==> config.mk <==
export PLATFORM = sky130hd
export DESIGN_NAME = rcs_sequencer
export DESIGN_NICKNAME = d
export VERILOG_FILES = /design/src/hdl/rcs_pkg.sv /design/src/hdl/rcs_sequencer.sv
export SDC_FILE = /design/constraint.sdc
export NUM_CORES = 1
export LEC_CHECK = 0
export BUFFER_PORTS_ARGS = -buffer_cell sky130_fd_sc_hd__buf_4
export CAP_MARGIN = 30
export CORE_MARGIN = 3
export CORE_UTILIZATION = 62
export CTS_CLUSTER_SIZE = 10
export DETAILED_ROUTE_END_ITERATION = 10
export GPL_ROUTABILITY_DRIVEN = 0
export PLACE_DENSITY = 0.87
export SYNTH_ARGS = -nofsm -noshare
export SYNTH_HDL_FRONTEND = slang
export SYNTH_SLANG_ARGS = --single-unit
==> constraint.sdc <==
create_clock -name clk -period 5.1 [get_ports clk]
set_input_delay 0.765 -clock clk [delete_from_list [all_inputs] [get_ports clk]]
set_output_delay 0.765 -clock clk [all_outputs]
set_load 0.02 [all_outputs]
==> src/hdl/rcs_pkg.sv <==
// package: constants, codes and state layout of the reset cause sequencer
package rcs_pkg;

   // --------------------------------------------------------------------
   // clocks and timing
   // --------------------------------------------------------------------
   localparam int CLK_HZ          = 200_000_000;           // core clock rate
   localparam int LF_OSC_HZ       = 31_000;                // low-frequency oscillator
   localparam int DLY_MS          = 64;                    // power-up delay, nominal
   localparam int LF_DIV_DFLT     = CLK_HZ / LF_OSC_HZ;    // core cycles per lf tick
   localparam int DLY_TICKS_DFLT  = (DLY_MS * LF_OSC_HZ) / 1000;
   localparam int FILT_DFLT       = 16;                    // clear-pin filter, cycles
   localparam int LF_W            = 16;
   localparam int DLY_W           = 12;
   localparam int FLT_W           = 8;

   // --------------------------------------------------------------------
   // register map (byte offsets on the plain register port)
   // --------------------------------------------------------------------
   localparam logic [1:0] OFS_STATUS = 2'h0;
   localparam logic [1:0] OFS_PWRC   = 2'h1;
   localparam logic [1:0] OFS_CAUSE  = 2'h2;
   localparam logic [1:0] OFS_CFG    = 2'h3;

   // field positions
   localparam int ST_BANK_LSB = 5;   // bank select bits 7:5
   localparam int ST_TMO_BIT  = 4;   // timeout_flag
   localparam int ST_PWD_BIT  = 3;   // powerdown_flag
   localparam int PC_POR_BIT  = 1;   // poweron_flag
   localparam int PC_BRN_BIT  = 0;   // brownout_flag
   localparam int CF_MCE_BIT  = 0;   // ext_clear_pin_enable
   localparam int CF_PDD_BIT  = 1;   // powerup_delay_disable
   localparam int CF_BRE_BIT  = 2;   // brownout detection enable

   // reset values of the configuration bits
   localparam logic CFG_MCE_RST = 1'b1;
   localparam logic CFG_PDD_RST = 1'b0;
   localparam logic CFG_BRE_RST = 1'b1;

   // program counter values
   localparam logic [12:0] PC_RESET_VEC = 13'h0000;
   localparam logic [12:0] PC_IRQ_VEC   = 13'h0004;
   localparam logic [12:0] PC_STEP      = 13'h0001;

   // reset / wake cause codes
   localparam logic [2:0] CS_POR       = 3'h0;
   localparam logic [2:0] CS_BRN       = 3'h1;
   localparam logic [2:0] CS_WDT_RUN   = 3'h2;
   localparam logic [2:0] CS_WDT_WAKE  = 3'h3;
   localparam logic [2:0] CS_PIN_RUN   = 3'h4;
   localparam logic [2:0] CS_PIN_SLP   = 3'h5;
   localparam logic [2:0] CS_IRQ_WAKE  = 3'h6;

   // sequencer states, one-hot
   typedef enum logic [3:0] {
      RCS_HOLD  = 4'h1,
      RCS_DELAY = 4'h2,
      RCS_RUN   = 4'h4,
      RCS_SLEEP = 4'h8
   } rcs_state_t;

   // the whole state of the sequencer
   typedef struct packed {
      rcs_state_t       st;
      logic             pin_s1;
      logic             pin_s2;
      logic             brn_s1;
      logic             brn_s2;
      logic [FLT_W-1:0] flt_cnt;
      logic             pin_hold;
      logic [LF_W-1:0]  lf_cnt;
      logic [DLY_W-1:0] dly_cnt;
      logic             armed;
      logic [2:0]       bank;
      logic             timeout_flag;
      logic             powerdown_flag;
      logic [2:0]       arith;
      logic             poweron_flag;
      logic             brownout_flag;
      logic [2:0]       cause;
      logic             cfg_mce;
      logic             cfg_pdd;
      logic             cfg_bre;
      logic             vec_pend;
      logic             vec_req;
      logic             pc_load;
      logic [12:0]      pc_val;
      logic             core_rst;
      logic [7:0]       rdata;
   } rcs_regs_t;

endpackage : rcs_pkg

==> src/hdl/rcs_sequencer.sv <==
// reset generation, power-up delay and reset cause recording
//
// The register addresses and the address-and-strobe port were left to the implementer.
`timescale 1ns/10ps

module rcs_sequencer
   import rcs_pkg::*;
#(
   parameter int LF_DIV      = LF_DIV_DFLT,
   parameter int DLY_TICKS   = DLY_TICKS_DFLT,
   parameter int FILT_CYCLES = FILT_DFLT
)(
   // clock and power-on reset
   input  wire logic        clk,
   input  wire logic        resetn,
   // pins and supply monitor, asynchronous
   input  wire logic        master_clear_pin,
   input  wire logic        brownout_low,
   // core events, same clock
   input  wire logic        sleep_instr,
   input  wire logic        watchdog_clear_instr,
   input  wire logic        wdt_timeout,
   input  wire logic        irq_wake,
   input  wire logic        global_irq_enable,
   input  wire logic        instr_retired,
   input  wire logic [12:0] pc_current,
   // register port
   input  wire logic [1:0]  reg_addr,
   input  wire logic [7:0]  reg_wdata,
   input  wire logic        reg_wr,
   input  wire logic        reg_rd,
   output logic      [7:0]  reg_rdata,
   // core control
   output logic             core_reset,
   output logic             pc_load,
   output logic      [12:0] pc_value,
   output logic             vector_req,
   output logic             sleeping
);

   // --------------------------------------------------------------------
   // state and reset image
   // --------------------------------------------------------------------
   // power-on image: hold, power-up delay armed; unknown bits chosen as zero
   localparam rcs_regs_t RST_VAL = '{
      st: RCS_HOLD, pin_s1: 1'b1, pin_s2: 1'b1, brn_s1: 1'b0, brn_s2: 1'b0,
      flt_cnt: '0, pin_hold: 1'b0, lf_cnt: '0, dly_cnt: '0, armed: 1'b1,
      bank: 3'h0, timeout_flag: 1'b1, powerdown_flag: 1'b1, arith: 3'h0,
      poweron_flag: 1'b0, brownout_flag: 1'b0, cause: CS_POR,
      cfg_mce: CFG_MCE_RST, cfg_pdd: CFG_PDD_RST, cfg_bre: CFG_BRE_RST,
      vec_pend: 1'b0, vec_req: 1'b0, pc_load: 1'b0, pc_val: PC_RESET_VEC,
      core_rst: 1'b1, rdata: 8'h00};

   rcs_regs_t s_q;
   rcs_regs_t s_d;

   // status byte as software sees it
   function automatic logic [7:0] status_byte(input rcs_regs_t s);
      status_byte = {s.bank, s.timeout_flag, s.powerdown_flag, s.arith};
   endfunction : status_byte

   // power control byte; upper bits are unimplemented and read zero
   function automatic logic [7:0] pwrc_byte(input rcs_regs_t s);
      pwrc_byte = {6'h00, s.poweron_flag, s.brownout_flag};
   endfunction : pwrc_byte

   logic pin_low;
   logic brn_hold;
   logic lf_tick;

   // qualified hold sources
   assign pin_low  = ~s_q.pin_s2 & s_q.cfg_mce;
   assign brn_hold = s_q.brn_s2 & s_q.cfg_bre;
   assign lf_tick  = (s_q.lf_cnt == LF_W'(LF_DIV - 1));

   // --------------------------------------------------------------------
   // next-state logic
   // --------------------------------------------------------------------
   always_comb
   begin
      s_d         = s_q;
      s_d.pc_load = 1'b0;
      s_d.vec_req = 1'b0;
      s_d.rdata   = 8'h00;
      // pins pass two flops before anything reads them
      s_d.pin_s1  = master_clear_pin;
      s_d.pin_s2  = s_q.pin_s1;
      s_d.brn_s1  = brownout_low;
      s_d.brn_s2  = s_q.brn_s1;

      // glitch filter: a low level must stand for the whole window
      if (!pin_low)
      begin
         s_d.flt_cnt  = '0;
         s_d.pin_hold = 1'b0;
      end
      else if (s_q.flt_cnt != FLT_W'(FILT_CYCLES))
         s_d.flt_cnt = s_q.flt_cnt + FLT_W'(1);
      else
         s_d.pin_hold = 1'b1;

      // low-frequency tick derived from the core clock
      s_d.lf_cnt = lf_tick ? '0 : s_q.lf_cnt + LF_W'(1);

      // software writes; flags the hardware sets are overridden below
      if (reg_wr && !s_q.core_rst)
      begin
         case (reg_addr)
            OFS_STATUS:
            begin
               // timeout and powerdown flags are read-only
               s_d.bank  = reg_wdata[7:ST_BANK_LSB];
               s_d.arith = reg_wdata[2:0];
            end
            OFS_PWRC:
            begin
               s_d.poweron_flag  = reg_wdata[PC_POR_BIT];
               s_d.brownout_flag = reg_wdata[PC_BRN_BIT];
            end
            OFS_CFG:
            begin
               s_d.cfg_mce = reg_wdata[CF_MCE_BIT];
               s_d.cfg_pdd = reg_wdata[CF_PDD_BIT];
               s_d.cfg_bre = reg_wdata[CF_BRE_BIT];
            end
            default: ;
         endcase
      end

      // reads answer in the next cycle; unmapped cannot occur with 2 bits
      if (reg_rd)
      begin
         case (reg_addr)
            OFS_STATUS: s_d.rdata = status_byte(s_q);
            OFS_PWRC:   s_d.rdata = pwrc_byte(s_q);
            OFS_CAUSE:  s_d.rdata = {5'h00, s_q.cause};
            OFS_CFG:    s_d.rdata = {5'h00, s_q.cfg_bre, s_q.cfg_pdd, s_q.cfg_mce};
            default:    s_d.rdata = 8'h00;
         endcase
      end

      // sequencer; brown-out first, then the clear pin, then the rest
      if (brn_hold)
      begin
         s_d.st             = RCS_HOLD;
         s_d.brownout_flag  = 1'b0;
         s_d.timeout_flag   = 1'b1;
         s_d.powerdown_flag = 1'b1;
         s_d.bank           = 3'h0;
         s_d.cause          = CS_BRN;
         s_d.armed          = 1'b1;
         s_d.vec_pend       = 1'b0;
      end
      else if (s_q.pin_hold)
      begin
         s_d.bank     = 3'h0;
         s_d.vec_pend = 1'b0;
         s_d.st       = RCS_HOLD;
         if (s_q.st == RCS_SLEEP)
         begin
            s_d.timeout_flag   = 1'b1;
            s_d.powerdown_flag = 1'b0;
            s_d.cause          = CS_PIN_SLP;
         end
         else if (s_q.st == RCS_RUN)
            s_d.cause = CS_PIN_RUN;
      end
      else
      begin
         case (s_q.st)
            RCS_HOLD:
            begin
               // every hold source gone; run the delay only after power-on/brown-out
               if (s_q.armed && !s_q.cfg_pdd)
               begin
                  s_d.st      = RCS_DELAY;
                  s_d.dly_cnt = '0;
               end
               else
               begin
                  s_d.st      = RCS_RUN;
                  s_d.armed   = 1'b0;
                  s_d.pc_load = 1'b1;
                  s_d.pc_val  = PC_RESET_VEC;
               end
            end
            RCS_DELAY:
            begin
               if (lf_tick)
               begin
                  if (s_q.dly_cnt == DLY_W'(DLY_TICKS - 1))
                  begin
                     s_d.st      = RCS_RUN;
                     s_d.armed   = 1'b0;
                     s_d.pc_load = 1'b1;
                     s_d.pc_val  = PC_RESET_VEC;
                  end
                  else
                     s_d.dly_cnt = s_q.dly_cnt + DLY_W'(1);
               end
            end
            RCS_RUN:
            begin
               if (wdt_timeout)
               begin
                  // watchdog reset: one held cycle, no power-up delay
                  s_d.st             = RCS_HOLD;
                  s_d.timeout_flag   = 1'b0;
                  s_d.powerdown_flag = 1'b1;
                  s_d.bank           = 3'h0;
                  s_d.cause          = CS_WDT_RUN;
                  s_d.vec_pend       = 1'b0;
               end
               else if (sleep_instr)
               begin
                  s_d.st             = RCS_SLEEP;
                  s_d.timeout_flag   = 1'b1;
                  s_d.powerdown_flag = 1'b0;
               end
               else if (watchdog_clear_instr)
               begin
                  s_d.timeout_flag   = 1'b1;
                  s_d.powerdown_flag = 1'b1;
               end
               // vector fires after the instruction at pc plus one retires
               if (s_q.vec_pend && instr_retired && !wdt_timeout)
               begin
                  s_d.vec_pend = 1'b0;
                  s_d.vec_req  = 1'b1;
               end
            end
            RCS_SLEEP:
            begin
               if (wdt_timeout)
               begin
                  // a wake, not a reset: registers keep their values
                  s_d.st             = RCS_RUN;
                  s_d.timeout_flag   = 1'b0;
                  s_d.powerdown_flag = 1'b0;
                  s_d.cause          = CS_WDT_WAKE;
                  s_d.pc_load        = 1'b1;
                  s_d.pc_val         = pc_current + PC_STEP;
               end
               else if (irq_wake)
               begin
                  s_d.st             = RCS_RUN;
                  s_d.timeout_flag   = 1'b1;
                  s_d.powerdown_flag = 1'b0;
                  s_d.cause          = CS_IRQ_WAKE;
                  s_d.pc_load        = 1'b1;
                  s_d.pc_val         = pc_current + PC_STEP;
                  s_d.vec_pend       = global_irq_enable;
               end
            end
            default: s_d.st = RCS_HOLD;
         endcase
      end

      // core reset is high whenever the next state is hold or delay, clocked out
      s_d.core_rst = (s_d.st == RCS_HOLD) || (s_d.st == RCS_DELAY);
   end

   // --------------------------------------------------------------------
   // state register
   // --------------------------------------------------------------------
   // resetn is the power-on detector; it forces the power-on image
   always_ff @(posedge clk or negedge resetn)
   begin
      if (!resetn)
         s_q <= RST_VAL;
      else
         s_q <= s_d;
   end

   // outputs straight from the state register; no pin driver exists for the clear pin
   assign reg_rdata  = s_q.rdata;
   assign core_reset = s_q.core_rst;
   assign pc_load    = s_q.pc_load;
   assign pc_value   = s_q.pc_val;
   assign vector_req = s_q.vec_req;
   assign sleeping   = s_q.st[3];                              // one-hot sleep bit

   logic free_run;
   assign free_run = !brn_hold && !s_q.pin_hold;
endmodule : rcs_sequencer
# [Word level (Yosys, flattened, before mapping)]
# Cells that the tools add are included.
[word_totals] reg_bits=87 output_inout_bits=25 wordCells=155
[classes] add_sub_neg=4 eq_ne=31 mux=63 bitwise_logic=5 n_reduce_logical=26
[op_table] operator="2-to-1 mux 14 bit" count=5
[op_table] operator="one-hot mux 14 bit (3 select lines)" count=1
[op_table] operator="2-to-1 mux 3 bit" count=12
[op_table] operator="2-to-1 mux 4 bit" count=8
[op_table] operator="one-hot mux 8 bit (4 select lines)" count=1
[op_table] operator="2-to-1 mux 15 bit" count=2
[op_table] operator="one-hot mux 13 bit (2 select lines)" count=1
[op_table] operator="2-to-1 mux 12 bit" count=2
[op_table] operator="adder 16 x 1 -> 16 bit, second input constant" count=1
[op_table] operator="== test 16 x 13 -> 1 bit, second input constant" count=1
[op_table] operator="2-to-1 mux 16 bit" count=1
[op_table] operator="2-to-1 mux 8 bit" count=2
[op_table] operator="one-hot mux 4 bit (4 select lines)" count=1
[op_table] operator="2-to-1 mux 2 bit" count=7
[op_table] operator="adder 13 x 1 -> 13 bit, second input constant" count=1
[op_table] operator="2-to-1 mux 1 bit" count=13
[op_table] operator="2-to-1 mux 13 bit" count=1
[op_table] operator="adder 12 x 1 -> 12 bit, second input constant" count=1
[op_table] operator="== test 12 x 11 -> 1 bit, second input constant" count=1
[op_table] operator="!= test 2 bit, second input constant" count=6
[op_table] operator="!= test 3 bit, second input constant" count=4
[op_table] operator="!= test 4 bit, second input constant" count=3
[op_table] operator="2-to-1 mux 9 bit" count=1
[op_table] operator="nonzero test 3 bit" count=3
[op_table] operator="32 further kinds" count=50

# [Longest topological paths before layout]
# Gate-level depths: netlist of the first run.
[depth] word_depth=8 ltp_mapped=9 mapped_depth_nobuf=7

# [Worst setup path before layout of the first run]
# Ideal clock, no wire load.
[synth_path] path_type="input port to flip-flop" from="in reg_addr[0]" to="reg s_q[33] (netlist name)" setup_time_ns=0.125 t_arrival_ns=1.925 required_time_ns=4.975 setup_slack_ns=3.051 stages=3 path_cell_list="clkbuf_1 nor4b_2 mux2_2"
[synth_via] elab_chain_cells=2
[synth_lines] item="start: declaration" line="rcs_sequencer.sv:28" source="input wire logic [1:0] reg_addr,"
[synth_lines] item="zero test 2 bit" line="rcs_sequencer.sv:108" source="case (reg_addr)"
[synth_lines] item="AND reduction 2 bit (no line)"
[synth_lines] item="end signal: assignment" line="rcs_sequencer.sv:270" source="s_q <= RST_VAL;"
[synth_lines] item="end signal: assignment" line="rcs_sequencer.sv:272" source="s_q <= s_d;"
[synth_lines] item="end: declaration" line="rcs_sequencer.sv:54" source="rcs_regs_t s_q;"
# No other way between the ends.
# A chain may end at the register's enable or synchronous reset.

# [Worst setup path in the final report of the first run]
[layout_path] from="reg s_q, in the netlist sleeping" to="reg s_q, in the netlist pc_value[10]"
[layout_via] elab_chain_cells=3
[layout_lines] item="== test 4 bit (tied with other cells)" line="rcs_sequencer.sv:170" source="case (s_q.st)"
[layout_lines] item="!= test 3 bit (no line) (tied with other cells)"
[layout_lines] item="AND reduction 7 bit (no line)"
# Parallel ways exist; a longest one is shown, timed or not.

==> summary.md, run 1 <==
| Metric | Value |
|---|---|
| Placed inst area | between 0.004 and 0.005 mm2 |
| GR Util All Layers | between 20% and 30% |
| YS warnings | 0 |
| Routed Antenna Nets | 0 |
| Worst setup path category | reg2reg |
| Starting Density | between 60% and 70% |
| Setup Skew | between 0.01 and 0.015 ns |
| Crit end category | flop |
| Fin. Hold Viols | 0 |
| WP data required | ~5.3 ns |
| Layout area overhead | 12.4% |
| RSZ-0062 raised after global routing | false |
| WL met2 | approximately 4.7 mm |
| Post-CTS sizing | 0 |
| Synth Register Bits | 87 |
| Worst-path maximum fanout | 14 |
| Met3 wire len | 516 um |
| P_sw | 568 uW |
| Syn Nets | around 480 |
| Status | complete, no violations |
| Avg Cell Area, Syn | 10.3 um2 |
| WHS | about 0.25 ns |
| Crit-path slowest cell | dfrtp_1 |
| Internal power | between 1000 and 1500 uW |
| Congestion Overflow GR | 0 |
| Placed cells | about 550 |
| CP peak stage delay | ~0.59 ns |
| Clock buffer count from CTS | 9 |
| Die area | between 0.008 and 0.009 mm2 |
| Hold Buf Count CTS | 0 |
| Cell repeated most along the worst path | o21ai_0 |
| Routed WL | ~9.2 mm |
| Slew @ Worst Pin | between 0.9 and 1 ns |
| Fill cells | 490 |
| Mapped Cells | approximately 440 |
| Predominant post-synthesis flop cell | dfrtp_1 |
| Via count | approximately 3,400 |
| Wire per inst | 16.2 um |
| Mapped Area | ~0.0045 mm2 |
| Worst setup SP type | flop |
| HP Class | in2async |
| First-pass DRT Iterations | 5 |
| Critical path, cell by cell | nor4b_2 > o21ai_0 > o21ai_0 > o21ai_1 > a22o_1 |
| PnR worst setup slack | roughly 2.7 ns |
| Crit path DAT | between 2 and 3 ns |
| Setup TNS | 0 ns |
| Layout Cells excl Fill | about 570 |
| Post-CTS Setup Inserts | 0 |
| Max Freq | ~420 MHz |
| Vias in the first global route | around 3,500 |
| Placement Setup Slack | between 2 and 3 ns |
| DRC Markers | 0 |
| Via density per instance | 6.05 |
| Post-synth EDFFs | 0 |
| Clock-pin slew on the worst setup and hold paths | ~0.09 ns |
| Iter 0 DRT Violations | 229 |
| Sw frac | between 30% and 40% |
| Die X-Extent | 91.3 um |
| Reg2Reg Setup Slack | roughly 2.7 ns |
| Largest cells by area after synthesis | dfrtp_1 43%, dfstp_2 5.2%, buf_4 3.5%, xor2_1 3.3%, nor2_1 3.2% |
| Core box area | a little under 0.007 mm2 |
| Flop pwr share | 47.9% |
| Final-report max-slew violation count | 0 |
| Number of diodes | 0 |
| Total I/O pin count | 60 |
| Pwr/cell area | between 300 and 400 mW/mm2 |
| Yosys top cell by area | dfrtp_1 |
| Clk sinks | 87 |
| Number of port buffers | 57 |
| Clock share of power | roughly 29% |
| Endpoints failing setup | 0 |
| Unique masters post-synth | 62 |
| DP HPWL | 6.50 mm |
| P_leak | about 0.0023 uW |
| Global-route wire length before repair | roughly 16 mm |
| CTS Buffer Depth | 2 |
| Final Critical Period | between 2 and 2.5 ns |
| Final instance area | 0.00507 mm2 |
| Htree depth | 3 |
| Max-slew headroom | roughly 34% |
| Seq/Total Area, Yosys | between 40 and 50% |
| Floorplan row count | 30 |
| Total of max-cap violations | 0 |
| Crit share post-route | between 40% and 50% |
| Largest net degree at the start of global routing | 75 |
| Initial antenna violation count | 0 |
| CTS tree | built |
| Die H | 91.3 um |
| Post-synth top area share | between 40% and 50% |
| Final #Nets | a little over 500 |
| Uppermost routed layer | met4 |
| CTS Root Cell | clkbuf_8 |
| Worst IR Drop VDD | roughly 0.15 mV |
| Met1 wire length | 3.85 mm |
| Share of cells above drive strength 1 | 22.7% |
| Ys async rst share | 100% |
| Worst-skew pair later-pin latency | 0.35 ns |
| Comb pwr share | between 20% and 30% |
## logic make-up (layout without fill, tap and decap cells)
kind of cell	Yosys count	after routing	synth area share (%)
XOR/XNOR	32	32	6.22
AO/OA/AOI/OAI	69	69	10.6
AND/OR/NAND/NOR	174	174	21.9
multiplexers	18	18	4.78
adder cells (fa/ha/maj)	6	6	1.67
buffers and inverters	50	86	6.30
flip-flops	87	87	48.6
## worst max-delay path: cells and delay by family (launching register included)
kind	cells	cell delay (ns)
AO/OA/AOI/OAI	4	1.16
flip-flops	1	0.59
AND/OR/NAND/NOR	1	0.51
## placed cells by master (no fill, tap or decap), types with 3 or more instances in the layout
cell      instances
o21ai_0          19
and4_1            3
and3_1           11
mux2i_1           8
clkbuf_8         10
nor2b_1           3
nand2_1          29
a22o_1           11
xor2_1           17
nand3b_1          3
nand2b_1          8
nand4_1          11
or4_1             3
o311ai_0          6
dfrtp_1          78
and2_1            3
mux2_2            8
xnor2_1          15
nor3_1           12
a21oi_1           9
dfstp_2           9
nand3_1          21
o211ai_1          3
ha_1              6
or2_2             4
buf_4            57
or3_1             4
inv_1            12
nor2_1           39
a31oi_1           3
o31ai_1           3
## state kept, by name, summed over array words and instances (netlist names)
name,cells
pc_load,1
reg_rdata,8
sleeping,1
s_q,60
pc_value,13
core_reset,1
vector_req,1
s_d,2
## worst paths after layout
| check | startpoint | endpoint | cells after the start |
|---|---|---|---|
| max in group asynchronous | resetn | s_q[81]$_DFF_PN1_ | 2 |
| worst max-delay path | sleeping$_DFF_PN0_ | pc_value[10]$_DFFE_PN0P_ | 5 |
| worst min register to register | s_d[81]$_DFF_PN1_ | s_q[81]$_DFF_PN1_ | 0 |
| min in group clk | s_d[81]$_DFF_PN1_ | s_q[81]$_DFF_PN1_ | 0 |
| worst min-delay path | resetn | s_q[39]$_DFF_PN0_ | 1 |
| worst max register to register | sleeping$_DFF_PN0_ | pc_value[10]$_DFFE_PN0P_ | 5 |
## metrics by stage
stage	util [%]	power (uW)
2_1_floorplan	-	1200
3_3_place_gp	69.7	1300
3_5_place_dp	70.1	1320
4_1_cts	73.4	1860
5_1_grt	73.4	1950
6_report	73.4	1850
## power by group through the flow
stage,Combinational (uW),Sequential (uW),Clock (uW)
2_1_floorplan,343,859,0
3_3_place_gp,409,887,0
3_5_place_dp,429,894,0
4_1_cts,433,883,543
5_1_grt,478,899,578
6_report,432,886,532
## synthesized netlist by cell type (3+ instances only)
| cell type | number |
|---|---|
| xnor2_1 | 15 |
| dfstp_2 | 9 |
| inv_1 | 12 |
| or4_1 | 3 |
| and2_1 | 3 |
| a21oi_1 | 9 |
| nor2_1 | 39 |
| nand3b_1 | 3 |
| clkbuf_1 | 8 |
| a31oi_1 | 3 |
| nor3_1 | 12 |
| o311ai_0 | 6 |
| nor2b_1 | 3 |
| and4_1 | 3 |
| o211ai_1 | 3 |
| nand2_1 | 29 |
| dfrtp_1 | 78 |
| buf_4 | 21 |
| and3_1 | 11 |
| o31ai_1 | 3 |
| ha_1 | 6 |
| buf_2 | 7 |
| o21ai_0 | 19 |
| nand4_1 | 11 |
| a22o_1 | 11 |
| mux2i_1 | 8 |
| or2_2 | 4 |
| nand2b_1 | 8 |
| mux2_2 | 8 |
| nand3_1 | 21 |
| xor2_1 | 17 |
| or3_1 | 4 |
## routing by layer
| metal | GRT usage [%] | vias to the layer above |
|---|---|---|
| met5 | 0 | - |
| met4 | 8.29 | 0 |
| met3 | 5.39 | 17 |
| met2 | 41.3 | 118 |
| met1 | 30.6 | 1700 |
| li1 | - | 1603 |
## final cells by class
class / count / area [um2] / area share [%]
clock buffer: 11 / 141 / 2.79
clock inverter: 5 / 82.6 / 1.63
inverter: 12 / 45.0 / 0.889
multi-input combinational: 299 / 2030 / 40.1
sequential: 87 / 2190 / 43.2
tap: 96 / 120 / 2.37
timing repair buffer: 58 / 455 / 8.99
(Power assumes the default switching activity.)
==> run 2: changes to the inputs <==
--- a/config.mk
+++ b/config.mk
@@ -5,14 +5,15 @@
 export SDC_FILE = /design/constraint.sdc
 export NUM_CORES = 1
 export LEC_CHECK = 0
+export ABC_AREA = 1
 export BUFFER_PORTS_ARGS = -buffer_cell sky130_fd_sc_hd__buf_4
 export CAP_MARGIN = 30
 export CORE_MARGIN = 3
-export CORE_UTILIZATION = 62
+export CORE_UTILIZATION = 53
 export CTS_CLUSTER_SIZE = 10
 export DETAILED_ROUTE_END_ITERATION = 10
 export GPL_ROUTABILITY_DRIVEN = 0
-export PLACE_DENSITY = 0.87
+export PLACE_DENSITY = 0.79
 export SYNTH_ARGS = -nofsm -noshare
 export SYNTH_HDL_FRONTEND = slang
 export SYNTH_SLANG_ARGS = --single-unit
==> constraint.sdc (replaced) <==
create_clock -name clk -period 2 [get_ports clk]
set_input_delay 0.3 -clock clk [delete_from_list [all_inputs] [get_ports clk]]
set_output_delay 0.3 -clock clk [all_outputs]
set_load 0.02 [all_outputs]
==> run 2 against run 1 <==
Effect of this change:
- clock skew rose by 0.0037 ns
- final area increased by 9.2%
- clock power is 140% higher
- register-to-register slack got worse by 2.6 ns
==> summary.md, run 2 <==
| Metric | Value |
|---|---|
| Status | complete, no violations |
| Routed WL | 10.3 mm (+11%) |
| YS warnings | 0 (unchanged) |
| Hold Path End | s_d[79]$_DFF_PN0_ |
| Post-synth EDFFs | 0 (unchanged) |
| Crit path DAT | 2.13 ns (-0.47 ns) |
| HP Class | in2reg |
| Total I/O pin count | 60 (unchanged) |
| Yosys top cell by area | dfrtp_1 |
| Met1 wire length | 4.54 mm (+18%) |
| DP HPWL | 7.51 mm (+16%) |
| Syn Nets | 674 (+41%) |
| RSZ-0062 raised after global routing | false |
| Total of max-cap violations | 0 (unchanged) |
| Max Freq | 546 MHz (+29%) |
| Fin. Hold Viols | 0 (unchanged) |
| Unique masters post-synth | 39 (-37%) |
| Uppermost routed layer | met4 |
| Number of port buffers | 57 (unchanged) |
| Initial antenna violation count | 0 (unchanged) |
| Via count | 4,230 (+23%) |
| Worst IR Drop VDD | 0.448 mV (+190%) |
| Ys async rst share | 100% (unchanged) |
| Largest cells by area after synthesis | dfrtp_1 40%, nand2_1 13%, inv_1 6.4%, nor2_1 6.1%, dfstp_2 4.8% |
| Reg2Reg Setup Slack | 0.17 ns (-2.57 ns) |
| Synth cell count leaders | 168 x nand2_1, 83 x inv_1, 79 x nor2_1 |
| Global-route wire length before repair | 17.0 mm (+3.6%) |
| Worst-path maximum fanout | 5 (-9) |
| Number of diodes | 0 (unchanged) |
| WP data required | 2.29 ns (-3.05 ns) |
| Layout Utilization | 62.5% (-11 points) |
| Worst-skew pair later-pin latency | 0.36 ns (about the same) |
| Met3 wire len | 586 um (+14%) |
| FF-to-FF path depth | 12 (+7) |
| WL met2 | 4.96 mm (+5.8%) |
| Predominant post-synthesis flop cell | dfrtp_1 |
| First-pass DRT Iterations | 6 (+1) |
| Final-report max-slew violation count | 0 (unchanged) |
| Seq/Total Area, Yosys | 44.8% (-3.8 points) |
| Iter 0 DRT Violations | 181 (-21%) |
| Setup Skew | 0.0147 ns (+0.00369 ns) |
| Hold wc startpoint | brownout_low |
| Avg Cell Area, Syn | 7.72 um2 (-25%) |
| Routed Antenna Nets | 0 (unchanged) |
| Starting Density | 55.3% (-10 points) |
| Via density per instance | 5.33 (-12%) |
| Mapped Area | 0.00489 mm2 (+8.5%) |
| Clk sinks | 87 (unchanged) |
| Biggest register | s_q |
| Post-synth top area share | 39.9% (-3.4 points) |
| Worst setup SP type | flop |
| Max-slew headroom | 65.3% (+31 points) |
| Wire per inst | 13.0 um (-20%) |
| CTS tree | built |
| Clock buffer count from CTS | 9 (unchanged) |
| Final Critical Period | 1.83 ns (-0.533 ns) |
| CTS Root Cell | clkbuf_8 |
| Clock-pin slew on the worst setup and hold paths | 0.09 ns (about the same) |
| Layout area overhead | 13.2% |
| Endpoints failing setup | 0 (unchanged) |
| Mapped Cells | 633 (+45%) |
| P_leak | 0.00278 uW (+22%) |
| Core box area | 0.00885 mm2 (+28%) |
| Fill cells | 766 (+56%) |
| Share of cells above drive strength 1 | 17.2% (-5.4 points) |
| GR Util All Layers | 20.2% (-4.1 points) |
| Count leader, synth | nand2_1 |
| Die H | 102 um (+12%) |
| Synth Register Bits | 87 (unchanged) |
| Setup TNS | 0 ns (unchanged) |
| DRC Markers | 0 (unchanged) |
| Origin of the critical flop-to-flop path | s_q[54]$_DFF_PN0_ |
| Number of flip-flops in the largest register | 60 (unchanged) |
| Pwr/cell area | 894 mW/mm2 (+140%) |
| Htree depth | 3 (unchanged) |
| Largest net degree at the start of global routing | 43 (-43%) |
| Floorplan row count | 34 (+13%) |
| Crit end category | flop |
| Worst Hold Depth | 1 |
| CTS Buffer Depth | 2 (unchanged) |
| Die area | 0.0104 mm2 (+25%) |
| Die X-Extent | 102 um (+12%) |
| Worst setup path category | reg2reg |
| Crit share post-route | 91.6% (+45 points) |
| R2r endpoint | s_q[46]$_DFFE_PN0P_ |
| Final #Nets | 721 (+42%) |
| Vias in the first global route | 3,925 (+13%) |
| Most common cell after layout, fill and taps aside | nand2_1 |
| Congestion Overflow GR | 0 (unchanged) |
| Most frequent cells in the layout | 167 x nand2_1, 83 x inv_1, 79 x nor2_1 |
| Slew @ Worst Pin | 0.519 ns (-0.462 ns) |
## run 2: cell count changes after synthesis, moves of 9 or more
cell and delta:
and3_1 -11, nor2_1 +40, nand2_1 +139, nand3_1 +23
a22o_1 -11, inv_1 +71, o21ai_0 +9, xnor2_1 -12
## run 2: power by group
| part | switching [uW] | internal, uW |
|---|---|---|
| logic | 967 | 528 |
| registers | 149 | 2030 |
| clock network | 650 | 618 |
## run 2: layout make-up
cell class / count / area [um2] / area share [%]
clock buffer: 10 / 138 / 2.49
clock inverter: 6 / 68.8 / 1.24
inverter: 85 / 322 / 5.81
multi-input combinational: 434 / 2180 / 39.4
sequential: 87 / 2190 / 39.5
tap: 108 / 135 / 2.44
timing repair buffer: 63 / 500 / 9.04
## run 2: kinds of logic (layout without fill, tap and decap cells)
group / count (synthesis) / after routing / share of synthesized area (%)
DFF: 87 / 87 / 44.8
AOI/OAI and AO/OA: 66 / 66 / 8.19
buffers and inverters: 112 / 164 / 10.7
and+or+nand+nor: 342 / 342 / 31.1
xor gates and xnor gates: 17 / 17 / 3.05
muxes: 3 / 3 / 0.691
adders and majority gates: 6 / 6 / 1.54
## run 2: worst max-delay path by stage
stage,start,endpoint,slack (ns)
after detailed placement,s_q[54]$_DFF_PN0_,pc_value[2]$_DFFE_PN0P_,0.05
after global routing,s_q[54]$_DFF_PN0_,s_q[46]$_DFFE_PN0P_,0.008
after floorplan,s_q[54]$_DFF_PN0_,pc_value[4]$_DFFE_PN0P_,0.37
after CTS,s_q[54]$_DFF_PN0_,pc_value[2]$_DFFE_PN0P_,0.05
after global placement,s_q[54]$_DFF_PN0_,pc_value[11]$_DFFE_PN0P_,0.13
final,s_q[54]$_DFF_PN0_,s_q[46]$_DFFE_PN0P_,0.17
## run 2: routing by layer
metal	vias up	global-route usage [%]
met5	-	0
met4	0	7.87
met3	16	3.28
met2	145	33.4
met1	1986	26.7
li1	2083	-
## run 2: metrics by stage
step	hold WS (ns)	power (uW)	std cells	cell area [um2]	worst slack, ns
3_3_place_gp	0.319	3540	775	5290	0.131
4_1_cts	0.0335	4880	792	5510	0.0455
5_1_grt	0.0320	5240	793	5530	0.00815
3_5_place_dp	0.315	3600	775	5290	0.0487
6_report	0.0446	4950	793	5530	0.167
2_1_floorplan	0.00441	3300	633	4890	0.374
## run 2: what timing repair did
item | 4_1_cts | 5_1_grt
gates resized for setup | 0 | 2
endpoints found under the setup margin | 0 | 13
buffers inserted | 0 | 1
hold buffers | 1 | 0
hold endpoints to repair | 36 | 0
## run 2: worst max-delay path, stage by stage, from the launching register on
cell,delay (ns)
dfrtp_1,0.40
inv_1,0.09
ha_1,0.14
inv_1,0.04
nor2_1,0.12
nand2_1,0.09
nor2_2,0.10
nand2_2,0.11
nand2_4,0.11
nand2_1,0.07
nor2_1,0.29
nand2_1,0.11
nand2_1,0.09
